<file path="src/core/start_ctrl_pkg.sv">
// Operation
// - No instruction fetch after reset while the fetch go input stays low; a write of the CTRL go bit also starts fetch.
// - Once enabled, fetching ignores fetch go until the next reset.
// - Debug entry jumps to the debug entry vector; integrator keeps it word-aligned.
// - Exception in debug mode jumps to the debug exception vector as given; integrator keeps it word-aligned.
// - Machine and user thread ID CSR reads return the hardware thread number.
// - Core idle output is high exactly while the core sleeps.
// - Cluster gate allow is used only in the cluster variant; else tied low.
// - First program counter after reset is the reset start pointer.
package start_ctrl_pkg;

    // ****************
    // Register map
    // ****************
    localparam logic [7:0] CTRL_OFS    = 8'h00;
    localparam logic [7:0] STATUS_OFS  = 8'h04;
    localparam logic [7:0] HARTID_OFS  = 8'h08;
    localparam logic [7:0] BOOT_OFS    = 8'h0C;
    localparam logic [7:0] DBG_ENT_OFS = 8'h10;
    localparam logic [7:0] DBG_EXC_OFS = 8'h14;

    localparam int CTRL_GO_BIT   = 0;
    localparam int STAT_FEN_BIT  = 0;
    localparam int STAT_IDLE_BIT = 1;
    localparam int STAT_DBG_BIT  = 2;

    localparam logic [31:0] ZERO_WORD = 32'h0000_0000;

    // ****************
    // Types
    // ****************
    typedef enum logic {
        RUN_ST,
        SLEEP_ST
    } run_state_t;

    typedef struct packed {
        logic        valid;
        logic [31:0] target;
    } pc_redirect_t;

    typedef struct packed {
        logic        valid;
        logic        hit;
        logic [31:0] data;
    } csr_rsp_t;

endpackage

</file>
<file path="src/core/core_start_ctrl.sv">
`timescale 1ns/1ns
module core_start_ctrl #(
    parameter int          CLUSTER_VARIANT = 0,
    parameter logic [11:0] MACHINE_TID_CSR = 12'h0F14,
    parameter logic [11:0] USER_TID_CSR    = 12'h0014
) (
    // Clock and reset
    input  wire logic                         clk_i,
    input  wire logic                         sys_rst_i,
    // Static configuration and the fetch go pulse
    input  wire logic                         fetch_go_i,
    input  wire logic [31:0]                  reset_start_ptr_i,
    input  wire logic [31:0]                  debug_entry_vector_i,
    input  wire logic [31:0]                  debug_exception_vector_i,
    input  wire logic [31:0]                  hardware_thread_number_i,
    input  wire logic                         cluster_gate_allow_i,
    // Core events
    input  wire logic                         debug_req_i,
    input  wire logic                         debug_exc_i,
    input  wire logic                         debug_ret_i,
    input  wire logic                         sleep_req_i,
    input  wire logic                         wake_i,
    input  wire logic                         csr_rd_i,
    input  wire logic [11:0]                  csr_addr_i,
    // Core controls
    output logic                              fetch_req_o,
    output start_ctrl_pkg::pc_redirect_t      redirect_o,
    output start_ctrl_pkg::csr_rsp_t          csr_rsp_o,
    output logic                              core_idle_o,
    output logic                              clk_gate_en_o,
    // APB slave
    input  wire logic                         psel_i,
    input  wire logic                         penable_i,
    input  wire logic                         pwrite_i,
    input  wire logic [7:0]                   paddr_i,
    input  wire logic [31:0]                  pwdata_i,
    output logic                              pready_o,
    output logic [31:0]                       prdata_o,
    output logic                              pslverr_o
);
    import start_ctrl_pkg::*;

    // ****************
    // Core control
    // ****************
    logic         fetch_en_r;
    logic         fetch_en_nxt;
    logic         dbg_mode_r;
    logic         dbg_mode_nxt;
    run_state_t   state_r;
    run_state_t   state_nxt;
    logic         fetch_req_nxt;
    logic         idle_nxt;
    logic         gate_nxt;
    pc_redirect_t redir_nxt;
    csr_rsp_t     csr_nxt;
    logic         sw_go_r;

    function automatic logic is_tid_csr(input logic [11:0] a);
        return (a == MACHINE_TID_CSR) || (a == USER_TID_CSR);
    endfunction

    always_comb begin
        fetch_en_nxt = fetch_en_r | fetch_go_i | sw_go_r;
        dbg_mode_nxt = dbg_mode_r;
        state_nxt    = state_r;
        redir_nxt    = '{valid: 1'b0, target: ZERO_WORD};
        if (!fetch_en_r && fetch_en_nxt) begin
            redir_nxt = '{valid: 1'b1, target: reset_start_ptr_i};
        end else if (fetch_en_r && dbg_mode_r && debug_exc_i) begin
            redir_nxt = '{valid: 1'b1, target: debug_exception_vector_i};
        end else if (fetch_en_r && debug_req_i) begin
            redir_nxt    = '{valid: 1'b1, target: debug_entry_vector_i};
            dbg_mode_nxt = 1'b1;
        end else if (fetch_en_r && debug_ret_i) begin
            dbg_mode_nxt = 1'b0;
        end
        case (state_r)
            RUN_ST: begin
                if (fetch_en_r && sleep_req_i && !wake_i && !debug_req_i) begin
                    state_nxt = SLEEP_ST;
                end
            end
            SLEEP_ST: begin
                if (wake_i || debug_req_i) begin
                    state_nxt = RUN_ST;
                end
            end
            default: state_nxt = RUN_ST;
        endcase
        // Fetch stays gated until the flag sets, and while asleep
        fetch_req_nxt = fetch_en_nxt && (state_nxt == RUN_ST);
        idle_nxt      = (state_nxt == SLEEP_ST);
        // Outside the cluster variant the allow input is never looked at
        gate_nxt = (state_nxt == RUN_ST) ||
                   ((CLUSTER_VARIANT == 1) && cluster_gate_allow_i);
        csr_nxt = '{valid: csr_rd_i, hit: 1'b0, data: ZERO_WORD};
        if (csr_rd_i && is_tid_csr(csr_addr_i)) begin
            csr_nxt.hit  = 1'b1;
            csr_nxt.data = hardware_thread_number_i;
        end
    end

    always_ff @(posedge clk_i or posedge sys_rst_i) begin
        if (sys_rst_i) begin
            fetch_en_r    <= 1'b0;
            dbg_mode_r    <= 1'b0;
            state_r       <= RUN_ST;
            fetch_req_o   <= 1'b0;
            core_idle_o   <= 1'b0;
            clk_gate_en_o <= 1'b1;
            redirect_o    <= '0;
            csr_rsp_o     <= '0;
        end else begin
            fetch_en_r    <= fetch_en_nxt;
            dbg_mode_r    <= dbg_mode_nxt;
            state_r       <= state_nxt;
            fetch_req_o   <= fetch_req_nxt;
            core_idle_o   <= idle_nxt;
            clk_gate_en_o <= gate_nxt;
            redirect_o    <= redir_nxt;
            csr_rsp_o     <= csr_nxt;
        end
    end

    // ****************
    // APB slave
    // ****************
    logic        setup;
    logic        pready_nxt;
    logic        pslverr_nxt;
    logic [31:0] prdata_nxt;
    logic        sw_go_nxt;
    logic        sw_go_hold_r;

    // Setup phase alone is decoded; answer is ready for the access cycle
    assign setup = psel_i && !penable_i;

    always_comb begin
        pready_nxt  = setup;
        pslverr_nxt = 1'b0;
        prdata_nxt  = ZERO_WORD;
        sw_go_nxt   = 1'b0;
        if (setup) begin
            if (paddr_i == CTRL_OFS) begin
                prdata_nxt[CTRL_GO_BIT] = fetch_en_r;
                sw_go_nxt = pwrite_i && pwdata_i[CTRL_GO_BIT];
            end else if (paddr_i == STATUS_OFS) begin
                prdata_nxt[STAT_FEN_BIT]  = fetch_en_r;
                prdata_nxt[STAT_IDLE_BIT] = core_idle_o;
                prdata_nxt[STAT_DBG_BIT]  = dbg_mode_r;
            end else if (paddr_i == HARTID_OFS) begin
                prdata_nxt = hardware_thread_number_i;
            end else if (paddr_i == BOOT_OFS) begin
                prdata_nxt = reset_start_ptr_i;
            end else if (paddr_i == DBG_ENT_OFS) begin
                prdata_nxt = debug_entry_vector_i;
            end else if (paddr_i == DBG_EXC_OFS) begin
                prdata_nxt = debug_exception_vector_i;
            end else begin
                pslverr_nxt = 1'b1;
            end
        end
    end

    // Software go acts one edge after the access completes
    always_ff @(posedge clk_i or posedge sys_rst_i) begin
        if (sys_rst_i) begin
            pready_o  <= 1'b0;
            pslverr_o <= 1'b0;
            prdata_o  <= '0;
            sw_go_r   <= 1'b0;
        end else begin
            pready_o  <= pready_nxt;
            pslverr_o <= pslverr_nxt;
            prdata_o  <= prdata_nxt;
            sw_go_r   <= pready_o && psel_i && penable_i && pwrite_i && sw_go_hold_r;
        end
    end

    // Write intent latched at setup, used at the completing edge
    always_ff @(posedge clk_i or posedge sys_rst_i) begin
        if (sys_rst_i) begin
            sw_go_hold_r <= 1'b0;
        end else begin
            sw_go_hold_r <= sw_go_nxt;
        end
    end
endmodule

</file>
<file path="config.mk">
export PLATFORM = sky130hd
export DESIGN_NAME = core_start_ctrl
export DESIGN_NICKNAME = d
export VERILOG_FILES = /design/src/core/start_ctrl_pkg.sv /design/src/core/core_start_ctrl.sv
export SDC_FILE = /design/constraint.sdc
export NUM_CORES = 1
export LEC_CHECK = 0
export BUFFER_PORTS_ARGS = -buffer_cell sky130_fd_sc_hd__clkbuf_2
export CORE_ASPECT_RATIO = 1.75
export CORE_MARGIN = 10
export CORE_UTILIZATION = 43
export CTS_CLUSTER_DIAMETER = 120
export CTS_CLUSTER_SIZE = 16
export DETAILED_ROUTE_END_ITERATION = 8
export GPL_ROUTABILITY_DRIVEN = 0
export PLACE_DENSITY = 0.92
export SLEW_MARGIN = 20
export SYNTH_ARGS = -nofsm -noshare
export SYNTH_HDL_FRONTEND = slang
export SYNTH_SLANG_ARGS = --single-unit
</file>
<file path="constraint.sdc">
create_clock -name clk_i -period 4.6 [get_ports clk_i]
set_clock_uncertainty 0.15 [all_clocks]
set_input_delay 0.92 -clock clk_i [delete_from_list [all_inputs] [get_ports clk_i]]
set_output_delay 0.92 -clock clk_i [all_outputs]
set_load 0.1 [all_outputs]
</file>
-- Yosys cells after proc, flatten, opt, wreduce, memory -nomap -nowiden
Index checks and enable logic that the tools add are counted.
- equal/unequal tests: 7
- multiplexer cells: 27
- bitwise logic cells: 6
- reductions and logical operators: 25
- operators with widths (cell ; number):
    32-bit two-way mux ; 5
    33-bit two-way mux ; 4
    31-bit two-way mux ; 1
    29-bit two-way mux ; 1
    8-bit by 4-bit equality test with 1-bit output, second input constant ; 2
    8-bit by 5-bit equality test with 1-bit output, second input constant ; 2
    1-bit logical AND ; 16
    1-bit two-way mux ; 14
    12-bit equality test, second input constant ; 1
    12-bit by 5-bit equality test with 1-bit output, second input constant ; 1
    8-bit by 3-bit equality test with 1-bit output, second input constant ; 1
    8-bit zero test ; 1
    1-bit zero test ; 4
    1-bit NOT ; 4
    3-bit two-way mux ; 1
    3-bit AND reduction ; 1
    1-bit logical OR ; 2
    1-bit OR ; 2
    1-bit case mux with 2 select lines ; 1
    2-bit nonzero test ; 1
- register bits: 108
- output and inout bits: 104
- word-level logic and storage cells: 80

-- Depth between registers and ports, before layout
Gate-level depths: netlist of run 1.
- depth after elaboration: 8
- depth in mapped cells: 7
- depth with buffers taken out: 4

-- Least setup slack after synthesis of run 1
OpenSTA, ideal clock, no wires.
- kind: input port to flip-flop
- from: input port csr_addr_i[9]
- to: register csr_rsp_o[10] in the netlist's numbering
- setup time: 0.066 ns
- arrival: 2.271 ns
- required time: 4.384 ns
- slack: 2.113 ns
- stages: 5
- path buffers: 1
- cell sequence: or4_4 -> a2111oi_2 -> and3_4 -> buf_6 -> and2_1
- RTL lines (item ; line ; text):
    from (decl) ; core_start_ctrl.sv:24 ; input wire logic [11:0] csr_addr_i,
    to (signal assigned) ; core_start_ctrl.sv:122 ; csr_rsp_o <= csr_nxt;
    to (decl) ; core_start_ctrl.sv:28 ; output start_ctrl_pkg::csr_rsp_t csr_rsp_o,

==> results.md, run 1 <==
* Cell Pwr Density at 346 nW/µm²
* CP Data Required Time at 4.72 ns
* Outcome: finished clean
* Worst setup EP type: register
* CP startpoint: csr_addr_i[9]
* Number of synthesized flops with an enable pin at 0
* Share of the synthesized area in the top cell type at a little under three fifths
* Seq/Total Area, Yosys at about 56%
* Hold Path Class: register to register
* Routed wire length at between 15,000 and 20,000 µm
* Max transition margin at between 20% and 30%
* Unique masters post-synth at 31
* Htree depth at 3
* Detailed placer's ending HPWL at 13,100 µm
* Setup TNS at 0 ns
* Die Ht at 160 µm
* FP Rows at just over 50
* Worst-path maximum fanout at 33
* Post-route ant nets at 0
* CORE AREA at 11,000 µm²
* Most area-hungry cell type in the Yosys netlist: dfrtp_1
* Lkg Pwr at 3.64 nW
* Root buf cell: clkbuf_16
* Ys flop type: dfrtp_1
* Post-synthesis cell area at 4830 µm²
* FILL cells at around 940
* Fin area at 6530 µm²
* Worst hold start: sw_go_r$_DFF_PP0_
* Bufs and invs on worst path at 1
* # clock sinks at 108
* Setup Buffers After CTS at 0
* Final setup fails at 0
* Overall Global Routing Usage at 20.7%
* Ys Warns at 0
* Global route overflow at 0
* Critical path arrival at 2.60 ns
* Clock transition at path regs at 0.08 ns
* Syn Nets at 634
* CTS tree: done
* Initial Util at 43.7%
* I/O pin count at ~300
* Peak supply drop at ~220 µV
* Reg-to-Reg Start: fetch_en_r$_DFF_PP0_
* First-pass GRT wire length at 26,000 µm
* Critical Path Start Type: primary input
* Synthesized area per cell at around 11 µm²
* Synth Instances at 441
* Fraction of layout instances using a drive strength above 1 at 42.2%
* Resized Gates After CTS at 0
* Routed via count at 4,424
* CTS Buffer Depth at 2
* Ys async rst share at 100%
* Die W at between 100 and 150 µm
* # DRC at 0
* Period utilization at between 50% and 60%
* Area after DPL at 6230 µm²
* Top cells by area, synth: dfrtp_1 (55%), mux2i_1 (13%), nand2_1 (5.7%)
* Post-synthesis register bit count at 108
* Die area at 16,000 µm²
* CP Cell Sequence: clkbuf_2, or4_4, a2111oi_2, and3_4, and2_1
* Critical Path Slowest Stage Cell: or4_4
* CP max stage delay at 0.53 ns
* Synth-to-Final Area Change at 35.2%
* Fin crit period at 2.48 ns
* Worst Tran Pin Value at 1.15 ns
* Endpoints failing hold at 0
* Pins over their slew limit at 0
* Max Cap Viol at 0
* CTS Hold Bufs at 0
* Vias in the first global route at 4,822
* Clk_lat worst skew at 0.34 ns
* Unrepaired setup endpoints after global routing: no
* Initial antenna violation count at 0
* Avg WL per Cell at 20.7 µm
* Largest net degree at the start of global routing at 69
* FMAX at approximately 400 MHz
* Worst path top cell family by delay: simple AND/OR/NAND/NOR gates
* Nets at 884
* I/O Buffers at between 200 and 300
* Crit path kind: primary input to register
* Initial DRT Pass Iterations at 4
* CTS Buf Count at 9
* Diode count at 0
* DR vias/cell at 5.34
* Initial detailed-routing violation count at 267
layout by cell type, fill, tap and decap left out, types with 2 or more instances in the layout:
cell       count
nor3_1         4
o22a_1        31
a211oi_1       2
inv_1          3
and2_1        32
nand2b_1       4
clkbuf_2     263
clkinv_4       3
clkbuf_8       2
buf_4          8
mux2i_1       62
nand3_1        2
dfrtp_1      107
clkbuf_16      9
nor2b_1        2
nor2_1        37
nand2_1       73
a22oi_1       34
worst paths after layout:
path	end	slack (ns)	cells past startpoint
max	csr_rsp_o[12]$_DFF_PP0_	2.12	5
max reg2reg	redirect_o[18]$_DFF_PP0_	2.45	5
min in group asynchronous	prdata_o[7]$_DFF_PP0_	0.48	2
max in group asynchronous	clk_gate_en_o$_DFF_PP1_	2.93	3
min	fetch_en_r$_DFF_PP0_	0.35	2
min reg2reg	fetch_en_r$_DFF_PP0_	0.35	2
synth_stat cells, types with 2 or more instances:
cell type	instances
nand2_1	73
and2_1	32
buf_6	2
nand2b_1	4
mux2i_1	62
buf_2	6
dfrtp_1	107
nand3_1	2
a211oi_1	2
clkbuf_1	20
nor3_1	4
nor2b_1	2
inv_1	4
nor2_1	38
a22oi_1	34
a21oi_1	2
o22a_1	31
buf_1	3
sequential cells by signal (all words and copies together) (netlist names):
register	cells
clk_gate_en_o	1
csr_rsp_o	34
dbg_mode_r	1
fetch_en_r	1
fetch_req_o	1
prdata_o	32
pready_o	1
pslverr_o	1
redirect_o	33
state_r	1
sw_go_hold_r	1
sw_go_r	1
worst register-to-register path: stages, from the launching register on:
cell     delay, ns
dfrtp_1       0.52
nor3_1        0.17
nor2_2        0.69
buf_4         0.40
nand2_1       0.10
nand2_1       0.07
metrics by stage:
stage          power [W]  hold WS [ns]  setup WS [ns]  utilization, %  std cells
6_report         0.00226         0.346           2.12            59.2        828
5_1_grt          0.00234         0.388           2.06            59.2        828
4_1_cts          0.00228         0.345           2.12            59.2        828
3_5_place_dp     0.00152         0.332           1.76            56.5        812
3_3_place_gp     0.00151         0.323           1.83            56.5        812
2_1_floorplan    0.00136         0.289          0.686               -        441
layout make-up:
type	count	area, µm²	share of cell area [%]
flip-flops and latches	108	2700	41.4
multi-input cells	297	1970	30.2
repair buffers	271	1380	21.1
clock buffers	11	253	3.87
well taps	132	165	2.53
clock inverters	5	45.0	0.690
inverters	4	17.5	0.268
cells by family (layout without fill, tap and decap cells):
group | after synthesis | count (layout) | share of synthesized area (%)
buffers and inverters | 36 | 291 | 3.50
multiplexers | 62 | 62 | 12.9
AO/OA/AOI/OAI | 73 | 73 | 12.2
AND/OR/NAND/NOR | 162 | 162 | 15.4
flip-flops | 108 | 108 | 56.0
report_power, final:
part           internal, W  switching [W]  total, W  leakage, nW
sequential        0.000978     0.00000933  0.000988         1.44
clock             0.000404       0.000354  0.000758        0.144
combinational     0.000138       0.000376  0.000514         2.06
total              0.00152       0.000739   0.00226         3.64
routing by layer:
metal	track usage (%)	vias up	share of wire (%)	routed length, µm
li1	-	2040	-	-
met4	9.87	0	3.2	546
met5	0	-	0	0
met3	5.79	34	7.5	1280
met2	36.6	231	54	9260
met1	21.6	2119	35	6020
Note: power is estimated with default switching activity, not from simulation.
==> run 2: changes to the inputs <==
==> constraint.sdc (replaced) <==
create_clock -name clk_i -period 2.6 [get_ports clk_i]
set_clock_uncertainty 0.15 [all_clocks]
set_input_delay 0.52 -clock clk_i [delete_from_list [all_inputs] [get_ports clk_i]]
set_output_delay 0.52 -clock clk_i [all_outputs]
set_load 0.1 [all_outputs]
==> run 2 against run 1 <==
- worst setup slack worse by 1.6 ns
- core utilization is 0.83 points higher
- die area is the same
- combinational power up 80%
- critical path type unchanged
- critical endpoint is now csr_rsp_o[27]$_DFF_PP0_
- highest routed layer unchanged
==> results.md, run 2 (same netlist as run 1, synthesis figures left out) <==
* Reg with most FFs: csr_rsp_o (unchanged)
* Critical path arrival at 2.23 ns (was 2.60 ns)
* Clk_lat worst skew at 0.34 ns (about the same)
* Overall Global Routing Usage at 21.4% (was 20.7%)
* Setup TNS at 0 ns (unchanged)
* Most common cell after layout, fill and taps aside: clkbuf_2 (unchanged)
* Initial Util at 43.7% (unchanged)
* Initial antenna violation count at 0 (unchanged)
* Diode count at 0 (unchanged)
* Routed via count at 4,468 (was 4,424)
* Setup Buffers After CTS at 0 (unchanged)
* Vias in the first global route at 5,051 (was 4,822)
* Max transition margin at 58.8% (was 23.2%)
* Resized Gates After CTS at 0 (unchanged)
* Unrepaired setup endpoints after global routing: no (unchanged)
* FP Rows at 51 (unchanged)
* FILL cells at 932 (was 935)
* Largest regs: csr_rsp_o x34, redirect_o x33, prdata_o x32 (unchanged)
* FMAX at 473 MHz
* Crit path kind: primary input to register (unchanged)
* Clock transition at path regs at 0.07 ns (was 0.08 ns)
* Cell Pwr Density at 611 nW/µm² (was 346 nW/µm²)
* Hold Path Class: primary input to async pin (was register to register)
* Commonest cells after routing, fill and taps aside: clkbuf_2 (263), dfrtp_1 (107), nand2_1 (73) (unchanged)
* DR vias/cell at 5.35 (was 5.34)
* Critical Path Start Type: primary input (unchanged)
* Die Ht at 160 µm (unchanged)
* Worst setup EP type: register (unchanged)
* CTS Hold Bufs at 0 (unchanged)
* Nets at 891 (was 884)
* Worst-path maximum fanout at 33 (unchanged)
* First-pass GRT wire length at 26,800 µm (was 26,000 µm)
* Max FFs per register at 34 (unchanged)
* Initial DRT Pass Iterations at 5 (was 4)
* Avg WL per Cell at 21.0 µm (was 20.7 µm)
* Global route overflow at 0 (unchanged)
* Post-route ant nets at 0 (unchanged)
* Period utilization at 81.3%
* Final setup fails at 0 (unchanged)
* CTS Buffer Depth at 2 (unchanged)
* Fraction of layout instances using a drive strength above 1 at 42.7% (was 42.2%)
* Outcome: finished clean (unchanged)
* # clock sinks at 108 (unchanged)
* Synth-to-Final Area Change at 37.1% (was 35.2%)
* Peak supply drop at 374 µV (was 218 µV)
* I/O pin count at 297 (unchanged)
* Die area at 16,000 µm² (unchanged)
* Initial detailed-routing violation count at 241 (was 267)
* Worst Tran Pin Value at 0.619 ns (was 1.15 ns)
* Lkg Pwr at 3.68 nW (was 3.64 nW)
* Pins over their slew limit at 0 (unchanged)
* CTS Buf Count at 9 (unchanged)
* Fin crit period at 2.11 ns
* Root buf cell: clkbuf_16 (unchanged)
* CP Data Required Time at 2.72 ns (was 4.72 ns)
* Fin util at 60.0% (was 59.2%)
* Largest net degree at the start of global routing at 109 (was 69)
* CORE AREA at 11,000 µm² (unchanged)
* Die W at 100 µm (unchanged)
* # DRC at 0 (unchanged)
* Routed wire length at 17,500 µm (was 17,100 µm)
* Htree depth at 3 (unchanged)
* Detailed placer's ending HPWL at 13,900 µm (was 13,100 µm)
* Worst hold margin at 0.137 ns (was 0.346 ns)
* I/O Buffers at 264 (unchanged)
* Max Cap Viol at 0 (unchanged)
* CTS tree: done (unchanged)
* Endpoints failing hold at 0 (unchanged)
## run 2: layout make-up
type / count / area [µm²] / share of cell area [%]
Clock buffer: 10 / 229 / 3.46
Clock inverter: 6 / 68.8 / 1.04
Inverter: 4 / 18.8 / 0.283
Multi-Input combinational cell: 297 / 1970 / 29.7
Sequential cell: 108 / 2700 / 40.8
Tap cell: 132 / 165 / 2.49
Timing Repair Buffer: 278 / 1470 / 22.1
## run 2: critical path, cell delays in order
cell and delay (ns):
clkbuf_2 0.09, or4_4 0.53, a2111oi_2 0.39, and3_4 0.48, and2_1 0.21
## run 2: where the power goes
part	leakage [nW]	internal [W]	total, W	switching (W)
logic	2.10	0.000254	0.000925	0.000671
registers	1.44	0.00173	0.00175	0.0000166
clock network	0.144	0.000757	0.00137	0.000616
## run 2: path summary, 6_finish.rpt
kind                       depth (start not counted)                       to                 start  slack, ns
max reg2reg                                        5  redirect_o[6]$_DFF_PP0_  fetch_en_r$_DFF_PP0_       0.90
max in group asynchronous                          3  csr_rsp_o[32]$_DFF_PP0_             sys_rst_i       1.64
max                                                5  csr_rsp_o[27]$_DFF_PP0_         csr_addr_i[9]       0.49
min in group clk_i                                 1  csr_rsp_o[33]$_DFF_PP0_              csr_rd_i       0.17
min reg2reg                                        2     fetch_en_r$_DFF_PP0_     sw_go_r$_DFF_PP0_       0.36
min                                                3   csr_rsp_o[3]$_DFF_PP0_             sys_rst_i       0.14
## run 2: metrics by stage
stage                     power, W  area, µm²  instances  worst slack [ns]
final                      0.00405       6620        835             0.487
after global placement     0.00269       6320        819             0.240
after global routing       0.00420       6620        835             0.446
after CTS                  0.00408       6620        835             0.497
after detailed placement   0.00271       6320        819             0.150
after floorplan            0.00241       4830        441             0.513
## run 2: routing by layer
metal / wire, µm / GRT usage [%] / part of all wire (%) / vias up
met5: 0 / 0 / 0 / -
met4: 1000 / 13.4 / 5.7 / 0
met3: 1210 / 5.79 / 6.9 / 67
met2: 9310 / 37.2 / 53 / 217
met1: 6010 / 21.9 / 34 / 2137
li1: - / - / - / 2047
==> run 3: changes to the inputs <==
--- a/config.mk
+++ b/config.mk
@@ -5,10 +5,11 @@
 export SDC_FILE = /design/constraint.sdc
 export NUM_CORES = 1
 export LEC_CHECK = 0
+export ABC_AREA = 1
 export BUFFER_PORTS_ARGS = -buffer_cell sky130_fd_sc_hd__clkbuf_2
 export CORE_ASPECT_RATIO = 1.75
 export CORE_MARGIN = 10
-export CORE_UTILIZATION = 43
+export CORE_UTILIZATION = 44
 export CTS_CLUSTER_DIAMETER = 120
 export CTS_CLUSTER_SIZE = 16
 export DETAILED_ROUTE_END_ITERATION = 8
==> constraint.sdc (replaced) <==
create_clock -name clk_i -period 2.2 [get_ports clk_i]
set_clock_uncertainty 0.15 [all_clocks]
set_input_delay 0.44 -clock clk_i [delete_from_list [all_inputs] [get_ports clk_i]]
set_output_delay 0.44 -clock clk_i [all_outputs]
set_load 0.1 [all_outputs]
==> run 3 against run 2 <==
- first-iteration DRC count increased by 89%
- via count rose by 24%
- count of clock-buffer cells in the layout unchanged
- non-clock buffer count rose by 2
- cell count up 27%
- clock power rose by 14%
- sequential share of layout area is 2.0 points lower
- design area up 5.0%
- largest power group unchanged
- highest routed layer unchanged
==> results.md, run 3 <==
* FILL cells at 987 (was 932)
* Fin util at 60.4% (was 60.0%)
* Ys Warns at 0 (unchanged)
* Post-synthesis cell area at 5130 µm² (was 4830 µm²)
* Initial detailed-routing violation count at 456 (was 241)
* CP max stage delay at 0.52 ns (was 0.53 ns)
* Largest net degree at the start of global routing at 65 (was 109)
* Critical path arrival at 1.31 ns (was 2.23 ns)
* Worst-path maximum fanout at 1 (was 33)
* Htree depth at 3 (unchanged)
* Clk_lat worst skew at 0.34 ns (about the same)
* Fraction of layout instances using a drive strength above 1 at 33.3% (was 42.7%)
* FP Rows at 52 (was 51)
* Hold Path Class: primary input to async pin (unchanged)
* Lkg Pwr at 4.27 nW (was 3.68 nW)
* CTS Buffer Depth at 2 (unchanged)
* Area after DPL at 6670 µm² (was 6320 µm²)
* Ys async rst share at 100% (unchanged)
* CP Data Required Time at 1.61 ns (was 2.72 ns)
* # clock sinks at 108 (unchanged)
* Unique masters post-synth at 26 (was 31)
* Most common cell in the synthesized netlist: nand2_1 (was dfrtp_1)
* Initial antenna violation count at 0 (unchanged)
* Crit path kind: register to primary output (was primary input to register)
* Bufs and invs on worst path at 1 (unchanged)
* Post-synthesis register bit count at 108 (unchanged)
* Fin area at 6950 µm² (was 6620 µm²)
* Setup Buffers After CTS at 0 (unchanged)
* Total power at 0.00461 W (was 0.00405 W)
* Routed wire length at 19,800 µm (was 17,500 µm)
* Worst hold margin at 0.0284 ns (was 0.137 ns)
* Worst Tran Pin Value at 0.613 ns (was 0.619 ns)
* CORE AREA at 11,500 µm² (was 11,000 µm²)
* Top cells by count, synth: nand2_1 (173), dfrtp_1 (107), nor2_1 (103) (was dfrtp_1 (107), nand2_1 (73), mux2i_1 (62))
* Synthesized area per cell at 7.69 µm² (was 10.9 µm²)
* Root buf cell: clkbuf_16 (unchanged)
* Share of the synthesized area in the top cell type at 52.2% (was 55.5%)
* Die Ht at 163 µm (was 160 µm)
* Number of synthesized flops with an enable pin at 0 (unchanged)
* Resized Gates After CTS at 0 (unchanged)
* Post-route ant nets at 0 (unchanged)
* Cell Pwr Density at 663 nW/µm² (was 611 nW/µm²)
* Top cells by area, synth: dfrtp_1 (52%), nand2_1 (13%), nand3_1 (7.7%) (was dfrtp_1 (55%), mux2i_1 (13%), nand2_1 (5.7%))
* Global route overflow at 0 (unchanged)
* DR vias/cell at 5.23 (was 5.35)
* CTS tree: done (unchanged)
* Endpoints failing hold at 0 (unchanged)
* # DRC at 0 (unchanged)
* Max FFs per register at 34 (unchanged)
* Vias in the first global route at 5,721 (was 5,051)
* CP Cell Sequence: clkbuf_2 (was clkbuf_2, or4_4, a2111oi_2, and3_4, and2_1)
* CTS Hold Bufs at 0 (unchanged)
* Pins over their slew limit at 0 (unchanged)
* Routed via count at 5,549 (was 4,468)
* Peak supply drop at 354 µV (was 374 µV)
* Synth-to-Final Area Change at 35.5% (was 37.1%)
* Ys flop type: dfrtp_1 (unchanged)
* Unrepaired setup endpoints after global routing: no (unchanged)
* CTS Buf Count at 9 (unchanged)
* Avg WL per Cell at 18.7 µm (was 21.0 µm)
* R2r endpoint: redirect_o[22]$_DFF_PP0_ (was redirect_o[6]$_DFF_PP0_)
* Period utilization at between 80% and 90%
* Synth Instances at 667 (was 441)
* First-pass GRT wire length at 30,300 µm (was 26,800 µm)
* Critical Path Slowest Stage Cell: dfstp_2 (was or4_4)
* I/O Buffers at 264 (unchanged)
* Critical Path Start Type: register (was primary input)
* Flop-to-flop setup slack at 0.41 ns (was 0.90 ns)
* Max transition margin at 59.3% (was 58.8%)
* Overall Global Routing Usage at 23.6% (was 21.4%)
* Commonest cells after routing, fill and taps aside: clkbuf_2 (264), nand2_1 (173), dfrtp_1 (107) (was clkbuf_2 (263), dfrtp_1 (107), nand2_1 (73))
* Syn Nets at 860 (was 634)
* Initial DRT Pass Iterations at 6 (was 5)
* Reg with most FFs: csr_rsp_o (unchanged)
* Largest regs: csr_rsp_o x34, redirect_o x33, prdata_o x32 (unchanged)
* Setup TNS at 0 ns (unchanged)
* Reg-to-Reg Start: fetch_en_r$_DFF_PP0_ (unchanged)
* I/O pin count at 297 (unchanged)
* Initial Util at 44.6% (was 43.7%)
* Worst Reg2Reg Path Length in Cells at 6 (was 5)
* Detailed placer's ending HPWL at 14,900 µm (was 13,900 µm)
* Worst setup EP type: primary output (was register)
* Die area at 16,600 µm² (was 16,000 µm²)
* Final setup fails at 0 (unchanged)
* Most area-hungry cell type in the Yosys netlist: dfrtp_1 (unchanged)
* Clock transition at path regs at 0.08 ns (was 0.07 ns)
* Most common cell after layout, fill and taps aside: clkbuf_2 (unchanged)
* Die W at 102 µm (was 100 µm)
* Max Cap Viol at 0 (unchanged)
* Seq/Total Area, Yosys at 52.7% (was 56.0%)
* Worst path top cell family by delay: flip-flops (was simple AND/OR/NAND/NOR gates)
* Diode count at 0 (unchanged)
* FMAX at ~530 MHz
* Fin crit period at 1.90 ns
* Outcome: finished clean (unchanged)
* Nets at 1,113 (was 891)
[run 3: cell types whose count changed after synthesis, sizes merged, moves of 62 or more]
cell	before	now
mux2i	62	0
nand2	73	175
nand3	2	79
nor2	38	108
inv	4	81
[run 3: final cells by class]
cell class | instances | area [µm²] | area share (%)
flip-flops and latches | 108 | 2700 | 38.9
multi-input cells | 440 | 1960 | 28.2
repair buffers | 280 | 1530 | 22.0
inverters | 81 | 308 | 4.43
clock buffers | 10 | 229 | 3.29
well taps | 135 | 169 | 2.43
clock inverters | 6 | 56.3 | 0.810
[run 3: logic make-up (layout without fill, tap and decap cells)]
family | Yosys count | in the layout | synth area share (%)
buf+inv | 119 | 377 | 9.51
compound gates | 38 | 38 | 3.85
simple gates | 402 | 402 | 33.9
flops | 108 | 108 | 52.7
[run 3: tightest hold or removal path, cell delays in order]
cell        delay, ns
clkbuf_2         0.10
clkinvlp_4       0.10
buf_12           0.25
[run 3: metal layers]
metal / wire length (µm) / part of all wire (%) / global-route usage (%) / up-vias
li1: - / - / - / 2606
met1: 6500 / 33 / 25.1 / 2493
met2: 9960 / 50 / 40.1 / 367
met3: 2190 / 11 / 7.22 / 83
met4: 1120 / 5.7 / 13.3 / 0
met5: 0 / 0 / 0 / -
[run 3: where the power goes]
| group | switching [W] | internal (W) | leakage, nW |
|---|---|---|---|
| clock | 0.000761 | 0.000794 | 0.137 |
| sequential | 0.0000194 | 0.00205 | 1.44 |
| combinational | 0.000766 | 0.000223 | 2.70 |
| total | 0.00155 | 0.00306 | 4.27 |
[run 3: worst max-delay path by stage]
stage / start / end / slack [ns] / depth (start not counted)
after floorplan: sys_rst_i / csr_rsp_o[0]$_DFF_PP0_ / 0.31 / 1
after global placement: paddr_i[1] / prdata_o[19]$_DFF_PP0_ / 0.28 / 10
after detailed placement: paddr_i[7] / prdata_o[19]$_DFF_PP0_ / 0.22 / 10
after CTS: clk_gate_en_o$_DFF_PP1_ / clk_gate_en_o / 0.28 / 1
after global routing: clk_gate_en_o$_DFF_PP1_ / clk_gate_en_o / 0.26 / 1
final: clk_gate_en_o$_DFF_PP1_ / clk_gate_en_o / 0.30 / 1
[run 3: per-stage QoR]
stage               setup slack [ns]  instances
detailed placement             0.220       1044
finish                         0.300       1060
global route                   0.262       1060
floorplan                      0.309        667
global placement               0.284       1044
CTS                            0.277       1060
